==> config.mk <==
export PLATFORM = sky130hd
export DESIGN_NAME = flash_erase_power_mode_cmds
export DESIGN_NICKNAME = d
export VERILOG_FILES = /design/src/include/flash_cmd_pkg.sv /design/src/include/erase_tmr_if.sv /design/src/hw/flash_erase_power_mode_cmds.sv /design/src/hw/erase_timer.sv
export SDC_FILE = /design/constraint.sdc
export NUM_CORES = 1
export LEC_CHECK = 0
export BUFFER_PORTS_ARGS = -buffer_cell sky130_fd_sc_hd__buf_2
export CELL_PAD_IN_SITES_DETAIL_PLACEMENT = 0
export CELL_PAD_IN_SITES_GLOBAL_PLACEMENT = 2
export CORE_UTILIZATION = 36
export CTS_CLUSTER_SIZE = 8
export DETAILED_ROUTE_END_ITERATION = 10
export PLACE_DENSITY_LB_ADDON = 0.1
export SLEW_MARGIN = 20
export SYNTH_ARGS = -nofsm -noshare
export SYNTH_HDL_FRONTEND = slang
export SYNTH_SLANG_ARGS = --single-unit
==> constraint.sdc <==
create_clock -name aclk -period 5.48 [get_ports aclk]
set_clock_uncertainty 0.2 [all_clocks]
set_input_delay 0.274 -clock aclk [delete_from_list [all_inputs] [get_ports aclk]]
set_output_delay 0.274 -clock aclk [all_outputs]
set_load 0.005 [all_outputs]
==> src/include/flash_cmd_pkg.sv <==
package flash_cmd_pkg;
  localparam int unsigned CLK_MHZ        = 10;
  localparam int unsigned NS_PER_US      = 1000;
  // Serial opcodes
  localparam logic [7:0]  OP_BLOCK_ERASE_32K_A      = 8'h52;
  localparam logic [7:0]  OP_BLOCK_ERASE_32K_B      = 8'h5C;
  localparam logic [7:0]  OP_BE64_A      = 8'hD8;
  localparam logic [7:0]  OP_BE64_B      = 8'hDC;
  localparam logic [7:0]  OP_CHIP_A      = 8'h60;
  localparam logic [7:0]  OP_CHIP_B      = 8'hC7;
  localparam logic [7:0]  OP_QUAD_ON     = 8'h38;
  localparam logic [7:0]  OP_QUAD_OFF    = 8'hFF;
  localparam logic [7:0]  OP_SLEEP       = 8'hB9;
  localparam logic [7:0]  OP_WAKE        = 8'hAB;
  localparam logic [7:0]  OP_RST_EN      = 8'h66;
  localparam logic [7:0]  OP_RST         = 8'h99;
  localparam logic [7:0]  OP_UID         = 8'h4B;
  localparam logic [7:0]  OP_UNLOCK      = 8'h06;
  // Frame lengths in bits
  localparam logic [8:0]  OPC_BITS       = 9'h008;
  localparam logic [8:0]  ADDR3_BITS     = 9'h018;
  localparam logic [8:0]  ADDR4_BITS     = 9'h020;
  localparam logic [8:0]  DUMMY_BITS     = 9'h008;
  localparam logic [8:0]  BIT_CNT_MAX    = 9'h1FF;
  localparam logic [8:0]  SPI_STEP       = 9'h001;
  localparam logic [8:0]  QUAD_STEP      = 9'h004;
  // Power-state delays
  localparam int unsigned SLEEP_ENTRY_NS = 3000;
  localparam int unsigned SLEEP_ENTRY_CYC = (SLEEP_ENTRY_NS * CLK_MHZ + NS_PER_US - 1) / NS_PER_US;
  localparam int unsigned WAKE_NS        = 3000;
  localparam int unsigned WAKE_CYC       = (WAKE_NS * CLK_MHZ + NS_PER_US - 1) / NS_PER_US;
  localparam int unsigned PWR_CNT_W      = 16;
  // Block geometry and protection
  localparam logic [31:0] MASK_32K       = 32'hFFFF_8000;
  localparam logic [31:0] MASK_64K       = 32'hFFFF_0000;
  localparam int unsigned BLK64_LSB      = 16;
  localparam int unsigned BLK64_MSB      = 25;
  localparam logic [4:0]  PROT_WHOLE_MIN = 5'h0B;
  // Register map
  localparam logic [7:0]  CTRL_OFS       = 8'h00;
  localparam logic [7:0]  STATUS_OFS     = 8'h04;
  localparam logic [7:0]  ERASE_ADDR_OFS = 8'h08;
  localparam int unsigned CTRL_PROT_LSB  = 0;
  localparam int unsigned CTRL_PROT_MSB  = 4;
  localparam int unsigned CTRL_ADDR4_BIT = 8;
  localparam int unsigned ST_BUSY_BIT    = 0;
  localparam int unsigned ST_LATCH_BIT   = 1;
  localparam int unsigned ST_QUAD_BIT    = 2;
  localparam int unsigned ST_DEEP_BIT    = 3;
  localparam int unsigned ST_WAKE_BIT    = 4;
  localparam int unsigned ST_SLPEND_BIT  = 5;
  localparam logic [4:0]  PROT_RST       = 5'h00;
  localparam logic        ADDR4_RST      = 1'b0;
  localparam logic [1:0]  RESP_OKAY      = 2'h0;
  localparam logic [1:0]  RESP_SLVERR    = 2'h2;
  localparam logic [3:0]  OE_SPI         = 4'h2;
  localparam logic [3:0]  OE_QUAD        = 4'hF;
endpackage : flash_cmd_pkg

==> src/include/erase_tmr_if.sv <==
`timescale 1ns/100ps
interface erase_tmr_if;
  logic        start;
  logic [31:0] cycles;
  logic        busy;
  modport ctl (output start, output cycles, input busy);
  modport tmr (input start, input cycles, output busy);
endinterface : erase_tmr_if

==> src/hw/flash_erase_power_mode_cmds.sv <==
// Summary of operation
// - Opcodes 52H/5CH erase the whole 32KB block holding the address.
// - Opcodes D8H/DCH erase the whole 64KB block holding the address.
// - Block erase runs only if select rises right after the last address bit.
// - Valid erase starts timed cycle; busy flag 1 then 0; latch cleared.
// - Block erase refused when its block lies in the protected range.
// - Opcodes 60H/C7H erase everything; select must rise after bit eight.
// - Whole-array erase only when all protect bits are zero.
// - Opcode 38H in serial mode enters quad command mode.
// - Opcode FFH in quad command mode returns to serial mode.
// - Mode switches 38H and FFH keep the write latch unchanged.
// - B9H taken when select rises after bit eight; sleep after entry delay.
// - In deep sleep only ABH and the 66H/99H pair are obeyed.
// - Sleep command during a running cycle is rejected, cycle untouched.
// - Power-up gives standby; select high alone never means deep sleep.
// - After ABH, commands accepted only once the wake delay has elapsed.
// - Wake command ignored while the busy flag is 1.
// - 4BH takes zero address, one dummy byte, shifts out 128-bit ID.
// - 24-bit addressing by default; four-byte mode uses 32-bit addresses.
//
// Local design decisions: the AXI4-Lite register port and the address map.
`timescale 1ns/100ps
module flash_erase_power_mode_cmds
  import flash_cmd_pkg::*;
#(
  parameter int unsigned   ERASE_32K_TIME_US  = 100000,
  parameter int unsigned   ERASE_64K_TIME_US  = 200000,
  parameter int unsigned   FULL_ERASE_TIME_US = 1000000,
  // Arbitrary value
  parameter logic [127:0]  UNIQUE_ID          = 128'h5A5A_1234_0F0F_C3C3_9696_7E7E_0001_8421
)(
  input  wire logic        aclk,
  input  wire logic        aresetn,
  input  wire logic        ce,
  input  wire logic        cs_n_pin,
  input  wire logic        sclk_pin,
  input  wire logic [3:0]  io_in,
  output logic      [3:0]  io_out,
  output logic      [3:0]  io_oe,
  input  wire logic [31:0] s_axi_awaddr,
  input  wire logic        s_axi_awvalid,
  output logic             s_axi_awready,
  input  wire logic [31:0] s_axi_wdata,
  input  wire logic [3:0]  s_axi_wstrb,
  input  wire logic        s_axi_wvalid,
  output logic             s_axi_wready,
  output logic      [1:0]  s_axi_bresp,
  output logic             s_axi_bvalid,
  input  wire logic        s_axi_bready,
  input  wire logic [31:0] s_axi_araddr,
  input  wire logic        s_axi_arvalid,
  output logic             s_axi_arready,
  output logic      [31:0] s_axi_rdata,
  output logic      [1:0]  s_axi_rresp,
  output logic             s_axi_rvalid,
  input  wire logic        s_axi_rready
);
  localparam logic [31:0] ERASE_32K_CYC  = 32'(ERASE_32K_TIME_US * CLK_MHZ);
  localparam logic [31:0] ERASE_64K_CYC  = 32'(ERASE_64K_TIME_US * CLK_MHZ);
  localparam logic [31:0] FULL_ERASE_CYC = 32'(FULL_ERASE_TIME_US * CLK_MHZ);
  localparam logic [PWR_CNT_W-1:0] SLEEP_LOAD = PWR_CNT_W'(SLEEP_ENTRY_CYC);
  localparam logic [PWR_CNT_W-1:0] WAKE_LOAD  = PWR_CNT_W'(WAKE_CYC);
  localparam logic [PWR_CNT_W-1:0] PWR_ONE    = PWR_CNT_W'(1);
  localparam int SLEEP_HI = SLEEP_ENTRY_CYC + 1;
  localparam int WAKE_HI  = WAKE_CYC + 1;

  erase_tmr_if tmr ();

  erase_timer u_timer (
    .aclk    (aclk),
    .aresetn (aresetn),
    .ce      (ce),
    .t       (tmr.tmr)
  );

  // Pin synchronisers: [0] first stage, [1] second, [2] edge history
  logic [2:0]  cs_sync_reg;
  logic [2:0]  sclk_sync_reg;
  logic [3:0]  io_meta_reg;
  logic [3:0]  io_sync_reg;

  always_ff @(posedge aclk) begin
    if (!aresetn) begin
      cs_sync_reg   <= 3'h7;
      sclk_sync_reg <= 3'h0;
      io_meta_reg   <= 4'h0;
      io_sync_reg   <= 4'h0;
    end else if (ce) begin
      cs_sync_reg   <= {cs_sync_reg[1:0], cs_n_pin};
      sclk_sync_reg <= {sclk_sync_reg[1:0], sclk_pin};
      io_meta_reg   <= io_in;
      io_sync_reg   <= io_meta_reg;
    end
  end

  logic cs_low;
  logic cs_rise;
  logic sclk_rise;
  logic sclk_fall;

  assign cs_low    = ~cs_sync_reg[1];
  assign cs_rise   = cs_sync_reg[1] & ~cs_sync_reg[2];
  assign sclk_rise = sclk_sync_reg[1] & ~sclk_sync_reg[2];
  assign sclk_fall = ~sclk_sync_reg[1] & sclk_sync_reg[2];

  // Mode and flag state
  logic                 quad_reg;
  logic                 addr4_reg;
  logic [4:0]           prot_reg;
  logic                 write_latch_flag;
  logic                 deep_reg;
  logic                 rst_armed_reg;
  logic [PWR_CNT_W-1:0] sleep_cnt_reg;
  logic [PWR_CNT_W-1:0] wake_cnt_reg;
  logic [31:0]          erase_addr_reg;
  logic                 op_in_progress_flag;

  assign op_in_progress_flag = tmr.busy;

  // Serial receive
  logic [8:0]  bit_cnt_reg;
  logic [8:0]  bit_cnt_next;
  logic [8:0]  step;
  logic [8:0]  addr_bits;
  logic [31:0] shift_reg;
  logic [31:0] shift_next;
  logic [7:0]  opcode_reg;
  logic [31:0] addr_reg;

  assign addr_bits = addr4_reg ? ADDR4_BITS : ADDR3_BITS;

  always_comb begin
    step         = quad_reg ? QUAD_STEP : SPI_STEP;
    bit_cnt_next = (bit_cnt_reg > BIT_CNT_MAX - step) ? BIT_CNT_MAX : bit_cnt_reg + step;
    shift_next   = quad_reg ? {shift_reg[27:0], io_sync_reg} : {shift_reg[30:0], io_sync_reg[0]};
  end

  always_ff @(posedge aclk) begin
    if (!aresetn) begin
      bit_cnt_reg <= 9'h000;
      shift_reg   <= 32'h0;
      opcode_reg  <= 8'h00;
      addr_reg    <= 32'h0;
    end else if (ce) begin
      if (!cs_low) begin
        bit_cnt_reg <= 9'h000;
      end else if (sclk_rise) begin
        bit_cnt_reg <= bit_cnt_next;
        shift_reg   <= shift_next;
        if (bit_cnt_next == OPC_BITS) begin
          opcode_reg <= shift_next[7:0];
        end
        if (bit_cnt_next == OPC_BITS + addr_bits) begin
          addr_reg <= addr4_reg ? shift_next : {8'h00, shift_next[23:0]};
        end
      end
    end
  end

  // Frame decode at select release
  logic       len_cmd;
  logic       len_addr;
  logic       awake;
  logic       is_e32;
  logic       is_e64;
  logic       is_chip;
  logic [9:0] blk_dist;
  logic [4:0] prot_sh;
  logic       blk_prot;
  logic       erase_go;
  logic       unlock_go;
  logic       sleep_go;
  logic       wake_go;
  logic       quad_on_go;
  logic       quad_off_go;
  logic       rst_go;

  always_comb begin
    len_cmd     = bit_cnt_reg == OPC_BITS;
    len_addr    = bit_cnt_reg == OPC_BITS + addr_bits;
    awake       = !deep_reg && wake_cnt_reg == '0;
    is_e32      = opcode_reg == OP_BLOCK_ERASE_32K_A || opcode_reg == OP_BLOCK_ERASE_32K_B;
    is_e64      = opcode_reg == OP_BE64_A || opcode_reg == OP_BE64_B;
    is_chip     = opcode_reg == OP_CHIP_A || opcode_reg == OP_CHIP_B;
    // Protected range covers the top 2^(n-1) 64KB blocks
    blk_dist    = ~addr_reg[BLK64_MSB:BLK64_LSB];
    prot_sh     = prot_reg - 5'h01;
    blk_prot    = prot_reg != 5'h00 &&
                  (prot_reg >= PROT_WHOLE_MIN || {1'b0, blk_dist} < (11'h001 << prot_sh));
    erase_go    = cs_rise && awake && !op_in_progress_flag && write_latch_flag &&
                  (((is_e32 || is_e64) && len_addr && !blk_prot) ||
                   (is_chip && len_cmd && prot_reg == 5'h00));
    unlock_go   = cs_rise && awake && !op_in_progress_flag && len_cmd && opcode_reg == OP_UNLOCK;
    sleep_go    = cs_rise && awake && !op_in_progress_flag && len_cmd &&
                  opcode_reg == OP_SLEEP && sleep_cnt_reg == '0;
    wake_go     = cs_rise && deep_reg && wake_cnt_reg == '0 && !op_in_progress_flag &&
                  len_cmd && opcode_reg == OP_WAKE;
    quad_on_go  = cs_rise && awake && len_cmd && !quad_reg && opcode_reg == OP_QUAD_ON;
    quad_off_go = cs_rise && awake && len_cmd && quad_reg && opcode_reg == OP_QUAD_OFF;
    rst_go      = cs_rise && len_cmd && rst_armed_reg && !op_in_progress_flag && opcode_reg == OP_RST;
  end

  // Erase cycle launch
  always_comb begin
    tmr.start  = erase_go;
    tmr.cycles = is_chip ? FULL_ERASE_CYC : (is_e32 ? ERASE_32K_CYC : ERASE_64K_CYC);
  end

  always_ff @(posedge aclk) begin
    if (!aresetn) begin
      erase_addr_reg <= 32'h0;
    end else if (ce && erase_go) begin
      if (is_chip) begin
        erase_addr_reg <= 32'h0;
      end else if (is_e32) begin
        erase_addr_reg <= addr_reg & MASK_32K;
      end else begin
        erase_addr_reg <= addr_reg & MASK_64K;
      end
    end
  end

  // Write latch: left alone by mode switches
  always_ff @(posedge aclk) begin
    if (!aresetn) begin
      write_latch_flag <= 1'b0;
    end else if (ce) begin
      if (rst_go || erase_go) begin
        write_latch_flag <= 1'b0;
      end else if (unlock_go) begin
        write_latch_flag <= 1'b1;
      end
    end
  end

  always_ff @(posedge aclk) begin
    if (!aresetn) begin
      quad_reg <= 1'b0;
    end else if (ce) begin
      if (rst_go || quad_off_go) begin
        quad_reg <= 1'b0;
      end else if (quad_on_go) begin
        quad_reg <= 1'b1;
      end
    end
  end

  // Reset-enable must be the frame right before reset
  always_ff @(posedge aclk) begin
    if (!aresetn) begin
      rst_armed_reg <= 1'b0;
    end else if (ce && cs_rise) begin
      rst_armed_reg <= len_cmd && opcode_reg == OP_RST_EN;
    end
  end

  // Deep sleep entry and wake delays; power-up is standby
  always_ff @(posedge aclk) begin
    if (!aresetn) begin
      sleep_cnt_reg <= '0;
      wake_cnt_reg  <= '0;
      deep_reg      <= 1'b0;
    end else if (ce) begin
      if (rst_go) begin
        sleep_cnt_reg <= '0;
        wake_cnt_reg  <= '0;
        deep_reg      <= 1'b0;
      end else begin
        if (sleep_go) begin
          sleep_cnt_reg <= SLEEP_LOAD;
        end else if (sleep_cnt_reg != '0) begin
          sleep_cnt_reg <= sleep_cnt_reg - PWR_ONE;
        end
        if (wake_go) begin
          wake_cnt_reg <= WAKE_LOAD;
        end else if (wake_cnt_reg != '0) begin
          wake_cnt_reg <= wake_cnt_reg - PWR_ONE;
        end
        if (sleep_cnt_reg == PWR_ONE) begin
          deep_reg <= 1'b1;
        end else if (wake_cnt_reg == PWR_ONE) begin
          deep_reg <= 1'b0;
        end
      end
    end
  end

  // Unique ID shift-out on falling serial clock
  logic [127:0] uid_sh_reg;
  logic         read_phase;
  logic         addr_zero;

  assign read_phase = opcode_reg == OP_UID && awake && !op_in_progress_flag &&
                      bit_cnt_reg >= OPC_BITS + addr_bits + DUMMY_BITS;
  assign addr_zero  = addr4_reg ? shift_next == 32'h0 : shift_next[23:0] == 24'h0;

  always_ff @(posedge aclk) begin
    if (!aresetn) begin
      uid_sh_reg <= 128'h0;
      io_out     <= 4'h0;
      io_oe      <= 4'h0;
    end else if (ce) begin
      if (!cs_low) begin
        io_out <= 4'h0;
        io_oe  <= 4'h0;
      end else if (sclk_rise && bit_cnt_next == OPC_BITS + addr_bits) begin
        uid_sh_reg <= addr_zero ? UNIQUE_ID : 128'h0;
      end else if (sclk_fall && read_phase) begin
        if (quad_reg) begin
          io_oe      <= OE_QUAD;
          io_out     <= uid_sh_reg[127:124];
          uid_sh_reg <= {uid_sh_reg[123:0], 4'h0};
        end else begin
          io_oe      <= OE_SPI;
          io_out     <= {2'b00, uid_sh_reg[127], 1'b0};
          uid_sh_reg <= {uid_sh_reg[126:0], 1'b0};
        end
      end
    end
  end

  // AXI4-Lite write channel
  logic [7:0]  aw_addr_reg;
  logic [31:0] w_data_reg;
  logic [3:0]  w_strb_reg;
  logic        wr_go;

  assign wr_go = !s_axi_awready && !s_axi_wready && !s_axi_bvalid;

  always_ff @(posedge aclk) begin
    if (!aresetn) begin
      s_axi_awready <= 1'b1;
      s_axi_wready  <= 1'b1;
      s_axi_bvalid  <= 1'b0;
      s_axi_bresp   <= RESP_OKAY;
      aw_addr_reg   <= 8'h00;
      w_data_reg    <= 32'h0;
      w_strb_reg    <= 4'h0;
    end else if (ce) begin
      if (s_axi_awvalid && s_axi_awready) begin
        aw_addr_reg   <= s_axi_awaddr[7:0];
        s_axi_awready <= 1'b0;
      end
      if (s_axi_wvalid && s_axi_wready) begin
        w_data_reg   <= s_axi_wdata;
        w_strb_reg   <= s_axi_wstrb;
        s_axi_wready <= 1'b0;
      end
      if (wr_go) begin
        s_axi_bvalid <= 1'b1;
        s_axi_bresp  <= (aw_addr_reg == CTRL_OFS) ? RESP_OKAY : RESP_SLVERR;
      end
      if (s_axi_bvalid && s_axi_bready) begin
        s_axi_bvalid  <= 1'b0;
        s_axi_awready <= 1'b1;
        s_axi_wready  <= 1'b1;
      end
    end
  end

  always_ff @(posedge aclk) begin
    if (!aresetn) begin
      prot_reg  <= PROT_RST;
      addr4_reg <= ADDR4_RST;
    end else if (ce && wr_go && aw_addr_reg == CTRL_OFS) begin
      if (w_strb_reg[0]) begin
        prot_reg <= w_data_reg[CTRL_PROT_MSB:CTRL_PROT_LSB];
      end
      if (w_strb_reg[1]) begin
        addr4_reg <= w_data_reg[CTRL_ADDR4_BIT];
      end
    end
  end

  // AXI4-Lite read channel
  logic [31:0] rd_word;
  logic        rd_hit;

  always_comb begin
    rd_word = 32'h0;
    rd_hit  = 1'b1;
    unique case (s_axi_araddr[7:0])
      CTRL_OFS: begin
        rd_word[CTRL_PROT_MSB:CTRL_PROT_LSB] = prot_reg;
        rd_word[CTRL_ADDR4_BIT]             = addr4_reg;
      end
      STATUS_OFS: begin
        rd_word[ST_BUSY_BIT]   = op_in_progress_flag;
        rd_word[ST_LATCH_BIT]  = write_latch_flag;
        rd_word[ST_QUAD_BIT]   = quad_reg;
        rd_word[ST_DEEP_BIT]   = deep_reg;
        rd_word[ST_WAKE_BIT]   = wake_cnt_reg != '0;
        rd_word[ST_SLPEND_BIT] = sleep_cnt_reg != '0;
      end
      ERASE_ADDR_OFS: rd_word = erase_addr_reg;
      default: rd_hit = 1'b0;
    endcase
  end

  always_ff @(posedge aclk) begin
    if (!aresetn) begin
      s_axi_arready <= 1'b1;
      s_axi_rvalid  <= 1'b0;
      s_axi_rdata   <= 32'h0;
      s_axi_rresp   <= RESP_OKAY;
    end else if (ce) begin
      if (s_axi_arvalid && s_axi_arready) begin
        s_axi_arready <= 1'b0;
        s_axi_rvalid  <= 1'b1;
        s_axi_rdata   <= rd_word;
        s_axi_rresp   <= rd_hit ? RESP_OKAY : RESP_SLVERR;
      end else if (s_axi_rvalid && s_axi_rready) begin
        s_axi_rvalid  <= 1'b0;
        s_axi_arready <= 1'b1;
      end
    end
  end
endmodule : flash_erase_power_mode_cmds

==> src/hw/erase_timer.sv <==
`timescale 1ns/100ps
module erase_timer
  import flash_cmd_pkg::*;
(
  input wire logic aclk,
  input wire logic aresetn,
  input wire logic ce,
  erase_tmr_if.tmr t
);
  logic [31:0] cnt_reg;
  logic        busy_reg;

  // Self-timed cycle: busy for exactly the loaded number of cycles
  always_ff @(posedge aclk) begin
    if (!aresetn) begin
      cnt_reg  <= 32'h0;
      busy_reg <= 1'b0;
    end else if (ce) begin
      if (t.start) begin
        cnt_reg  <= t.cycles;
        busy_reg <= 1'b1;
      end else if (cnt_reg != 32'h0) begin
        cnt_reg  <= cnt_reg - 32'h1;
        busy_reg <= (cnt_reg != 32'h1);
      end
    end
  end

  assign t.busy = busy_reg;
endmodule : erase_timer

==> results of run 1 <==
-- metal layers --
layer	GRT usage, %	vias up	share of wire [%]
met5	0	-	0
met4	5.60	0	1.9
met3	2.74	60	3.5
met2	29.6	210	45
met1	26.2	6350	50
li1	-	6830	-
-- kinds of logic (layout without fill, tap and decap cells) --
logic type / Yosys count / after routing / synth area share, %
multiplexers: 202 / 202 / 12.5
AND/OR/NAND/NOR: 674 / 674 / 20.3
other: 1 / 10 / 0.0231
XOR/XNOR: 25 / 25 / 1.35
flip-flops: 352 / 352 / 43.4
AO/OA/AOI/OAI: 410 / 410 / 16.4
buffers and inverters: 169 / 228 / 4.33
adder cells (fa/ha/maj): 22 / 22 / 1.70
-- synthesized netlist by cell type (7+ instances only) --
cell and instances:
buf_1 9, o211ai_1 58, a21o_1 7, mux2i_1 200
xnor2_1 10, nor3b_1 7, ha_1 22, nand2_1 221
a31oi_1 13, and2_1 11, nand3_1 42, a211oi_1 45
a22o_1 10, and3_1 16, clkbuf_1 107, or3_1 40
nand4_1 22, a21oi_1 88, o31ai_1 14, o21ai_0 109
buf_4 12, xor2_1 15, nor4_1 27, or4_1 23
dfxtp_1 352, inv_1 30, nor2_1 179, nand2b_1 9
nor3_1 29, a22oi_1 19
-- area by class of cell --
cell class,instances,area (um2)
Fill cell,4443,25600
Multi-Input combinational cell,1343,8550
Sequential cell,352,7050
Clock buffer,50,1230
Timing Repair Buffer,143,991
Tap cell,592,741
Inverter,32,123
Clock inverter,3,37.5
-- through the flow --
step	instances	utilization (%)
detailed placement	2424	38.5
finish	2515	42.2
global placement	2424	38.5
floorplan	1864	-
global route	2515	42.2
CTS	2515	42.2
-- path summary, 6_finish.rpt --
path                 startpoint                  end  slack, ns  cells past startpoint
max                 prot_reg[0]  u_timer.cnt_reg[10]       1.45                     11
min             s_axi_araddr[5]      s_axi_rdata[15]       0.03                      6
max reg2reg         prot_reg[0]  u_timer.cnt_reg[10]       1.45                     11
min reg2reg  erase_addr_reg[25]   erase_addr_reg[25]       0.25                      2
-- worst reg2reg max path, stage by stage (launching register included) --
cell	delay, ns
dfxtp_1	0.48
nor2b_1	0.34
nand3_1	0.13
ha_1	0.29
and2_1	0.15
a221o_1	0.37
o2111ai_1	0.53
o2111a_1	0.47
or2_1	0.28
buf_4	0.36
a21oi_1	0.08
o221a_2	0.25
-- report_power, final --
group          total (W)  leakage, nW  switching (W)  internal [W]
registers        0.00293         2.85       0.000183       0.00274
logic            0.00173         2.94        0.00107      0.000661
clock network    0.00268        0.624        0.00111       0.00157
total            0.00733         6.41        0.00236       0.00497
==> impl_results.md, run 1 <==
* Pre-CTS WS at between 1 and 1.5 ns
* Vias in the first global route at between 10,000 and 15,000
* Post-Syn Instances at ~1,900
* Detail Placement HPWL at ~28,000 um
* Area contributors post-synth: dfxtp_1 43%, mux2i_1 12%, nand2_1 5.1%
* CP Capture Type: flop
* Maximum VDD drop at 0.328 mV
* Min-Delay Path Class: input port to flop
* Crit-path slowest cell: o2111ai_1
* Ys async rst share at 0%
* Post-CTS Resized at 0
* Remaining antenna violation count at 0
* Mean Syn Cell Area at between 8 and 9 um2
* Total CTS buffers at about 50
* Die width at about 210 um
* Max-slew headroom at 30.4%
* Initial antenna violation count at 0
* Max Slew Vio Count at 0
* RSZ-0062 raised after global routing: false
* Clk sinks at 352
* Post-synth EDFFs at 0
* Max reg flops at 128
* Final #Nets at slightly above 2,000
* Diode count at 0
* Period Utilization, post-route at ~73%
* Most common cell after layout, fill and taps aside: dfxtp_1
* Setup_tns at 0 ns
* Placeable Area at about 44,000 um2
* Sequential cell area fraction in the yosys report at 43.4%
* Synthesis-stage register bit count at 352
* Setup bufs post-CTS at 0
* Setup-failing EPs final at 0
* Final setup margin at around 1.5 ns
* Synthesized area at between 15,000 and 20,000 um2
* Finished Cell Area at about 19,000 um2
* Top FF cell, synth: dfxtp_1
* Yosys warnings at 0
* CTS root buffer: clkbuf_16
* Grt ovf at 0
* Leak at roughly 6.4 nW
* Design Power at 0.00733 W
* DP Area at 17,100 um2
* Min Tclk post-route at roughly 4 ns
* Hold slack at 0.0309 ns
* Worst-path clk slew at 0.05 ns
* Die Y at 214 um
* Outcome: completed
* Post-route DRC at 0
* Vias at 13,500
* Die Area at ~46,000 um2
* Routed WL at 43,400 um
* Max Cap Violations at 0
* Wire per inst at 17.3 um
* Worst slew pin tran at 1.04 ns
* CP required at ~5.8 ns
* Crit path largest cell delay at between 0.5 and 0.6 ns
* Layout cells sized above 1 at 9.78%
* Hold-fix buffers at CTS at 38
* Final hold viol count at 0
* Buffers on Ports at 76
* Pwr Density at 392 nW/um2
* Worst Setup Start Kind: flop
* Cell Rows at 77
* Crit path buf inv count at 1
* Skew-Pair Late Insertion Delay at 0.58 ns
* Largest area contributor in the netlist: dfxtp_1
* Largest net degree at the start of global routing at 93
* GPL Wtd Cong at about 0.80
* Total global-route track usage at between 10% and 20%
* CTS max path bufs at 3
* Worst EP arrival at 4.29 ns
* TritonCTS clock tree: done
* Most frequent cells in the layout: 351 x dfxtp_1, 219 x nand2_1, 200 x mux2i_1
* CP top delay family: compound AO/OA/AOI/OAI gates
* Worst-path fanout max at 30
* Setup CP Type: flop to flop
* Crit path cell chain: nor2b_1, nand3_1, ha_1, and2_1, a221o_1, o2111ai_1, o2111a_1, or2_1, buf_4, a21oi_1, o221a_2
* H-tree levels at 2
* DRT Pass-1 Iters at 5
* Post-synth top area share at 43.4%
* DRT iter0 DRCs at 785
* Ports at 163
* Vias/cell at 5.35
* Netlist cell types at 78
* Starting Density at around 37%
* First-pass GRT wire length at 70,700 um
* Fmax at 0.248 GHz
* Area added between synthesis and finish at 15.4%
(Power assumes the default switching activity.)
==> run 2: changes to the inputs <==
clock period = 4.1 ns   (was 5.48 ns; I/O delays follow)
==> run 2 against run 1 <==
Combinational power increased by 39%. Global-route usage increased by 0.074 points. Critical path depth unchanged. Die area unchanged. Clock power increased by 35%.
==> impl_results.md, run 2 (same netlist as run 1, synthesis figures left out) <==
* Most common cell after layout, fill and taps aside: dfxtp_1
* CTS root buffer: clkbuf_16
* Worst-path clk slew at 0.05 ns (about the same)
* Period Utilization, post-route at 93.8% (+20 points)
* Post-route DRC at 0 (unchanged)
* Die width at 214 um (unchanged)
* Vias in the first global route at 13,100 (+1.7%)
* Initial antenna violation count at 0 (unchanged)
* Max Cap Violations at 0 (unchanged)
* Min Tclk post-route at 3.84 ns (-0.182 ns)
* R2R cell count at 11 (unchanged)
* H-tree levels at 2 (unchanged)
* CP Capture Type: flop
* Total CTS buffers at 50 (+2.0%)
* Fmax at 0.260 GHz (+4.7%)
* Area added between synthesis and finish at 16.9%
* Maximum VDD drop at 0.315 mV (-4.0%)
* Worst slew pin tran at 1.13 ns (+0.0829 ns)
* CP startpoint: prot_reg[0]
* Design Power at 0.00995 W (+36%)
* RSZ-0062 raised after global routing: false
* Routed WL at 43,200 um (-0.47%)
* Crit path largest cell delay at 1.01 ns (+0.48 ns)
* First-pass GRT wire length at 71,200 um (+0.60%)
* Final hold viol count at 0 (unchanged)
* Ports at 163 (unchanged)
* Buffers on Ports at 76 (unchanged)
* Outcome: completed
* Clk sinks at 352 (unchanged)
* CTS max path bufs at 3 (unchanged)
* Setup bufs post-CTS at 0 (unchanged)
* DRT iter0 DRCs at 725 (-7.6%)
* Worst-path fanout max at 10 (-67%)
* Setup_tns at 0 ns (unchanged)
* Starting Density at 36.6% (unchanged)
* Cell Rows at 77 (unchanged)
* Worst flop-to-flop path startpoint: prot_reg[0]
* Final #Nets at 2,081 (+1.2%)
* Pwr Density at 524 nW/um2 (+34%)
* TritonCTS clock tree: done
* R2r endpoint: erase_addr_reg[19]
* Worst Setup EP: erase_addr_reg[19]
* Die Area at 45,900 um2 (unchanged)
* Vias/cell at 5.30 (-0.90%)
* Max Slew Vio Count at 0 (unchanged)
* Max-slew headroom at 24.7% (-5.7 points)
* Skew-Pair Late Insertion Delay at 0.57 ns (about the same)
* Placeable Area at 44,300 um2 (unchanged)
* Worst Setup Start Kind: flop
* DRT Pass-1 Iters at 7 (+2)
* Leak at 6.55 nW (+2.2%)
* Crit-path slowest cell: nor3b_1
* Vias at 13,500 (+0.16%)
* Max reg flops at 128 (unchanged)
* Setup CP Type: flop to flop
* Hold slack at 0.146 ns (+0.115 ns)
* GPL Wtd Cong at 0.799 (+0.53%)
* Total global-route track usage at 18.8% (+0.074 points)
* CP required at 4.41 ns (-1.34 ns)
* R2r setup slk at 0.26 ns (-1.20 ns)
* Detail Placement HPWL at 28,700 um (+3.5%)
* Min-Delay Path Class: input port to flop
* Setup-failing EPs final at 0 (unchanged)
* Layout cells sized above 1 at 10.8% (+0.99 points)
* Worst EP arrival at 4.16 ns (-0.13 ns)
* Remaining antenna violation count at 0 (unchanged)
* Diode count at 0 (unchanged)
* Crit path cell chain: nor2b_1, nand3_1, ha_1, and2_1, a221o_1, o2111ai_1, nor3b_1, nand2_1, nor2_1, buf_4, a22o_1
* Die Y at 214 um (unchanged)
* Wire per inst at 17.0 um (-1.5%)
* Largest net degree at the start of global routing at 125 (+34%)
* Grt ovf at 0 (unchanged)
* Most frequent cells in the layout: 351 x dfxtp_1, 219 x nand2_1, 200 x mux2i_1
## run 2: what timing repair did
| action | in CTS | in global routing |
|---|---|---|
| gates resized for setup | 0 | 0 |
| hold buffers | 39 | 0 |
| hold endpoints to repair | 44 | 0 |
## run 2: worst min path at each step
stage	end	slack, ns	start	cells past startpoint
final	s_axi_rdata[8]	0.15	s_axi_araddr[1]	6
after global routing	s_axi_rdata[8]	0.19	s_axi_araddr[0]	6
after CTS	s_axi_rdata[29]	0.11	s_axi_araddr[0]	7
after detailed placement	aw_addr_reg[4]	0.24	s_axi_awaddr[4]	3
after global placement	aw_addr_reg[0]	0.24	s_axi_awaddr[0]	3
after floorplan	cs_sync_reg[0]	0.13	cs_n_pin	2
## run 2: through the flow
stage	instances	utilization, %	setup slack, ns	cell area (um2)
after floorplan	1864	-	0.167	16300
after global placement	2446	39.0	0.373	17300
after detailed placement	2446	39.0	0.301	17300
after CTS	2542	42.8	0.267	19000
after global routing	2542	42.8	0.0420	19000
final	2542	42.8	0.255	19000
## run 2: cell type report
cell class,count,area (um2)
clock inverters,2,16.3
clock buffers,55,1290
flip-flops and latches,352,7050
well taps,592,741
inverters,32,123
repair buffers,166,1200
multi-input cells,1343,8540
fillers,4495,25400
## run 2: power breakdown
| group | internal, W | total [W] | switching (W) |
|---|---|---|---|
| combinational | 0.000969 | 0.00241 | 0.00144 |
| clock | 0.00218 | 0.00363 | 0.00146 |
| sequential | 0.00367 | 0.00390 | 0.000235 |
## run 2: critical path, delay by kind of cell (launching register included)
kind / cells / cell delay (ns)
simple gates: 6 / 1.94
compound gates: 3 / 0.68
flops: 1 / 0.46
fa+ha+maj: 1 / 0.30
buf+inv: 1 / 0.19
## run 2: per-layer routing
| layer | up-vias | share of wire [%] | GRT usage (%) |
|---|---|---|---|
| li1 | 6869 | - | - |
| met1 | 6322 | 50 | 25.5 |
| met2 | 213 | 45 | 30.0 |
| met3 | 68 | 3.3 | 2.94 |
| met4 | 0 | 2.6 | 6.71 |
| met5 | - | 0 | 0 |
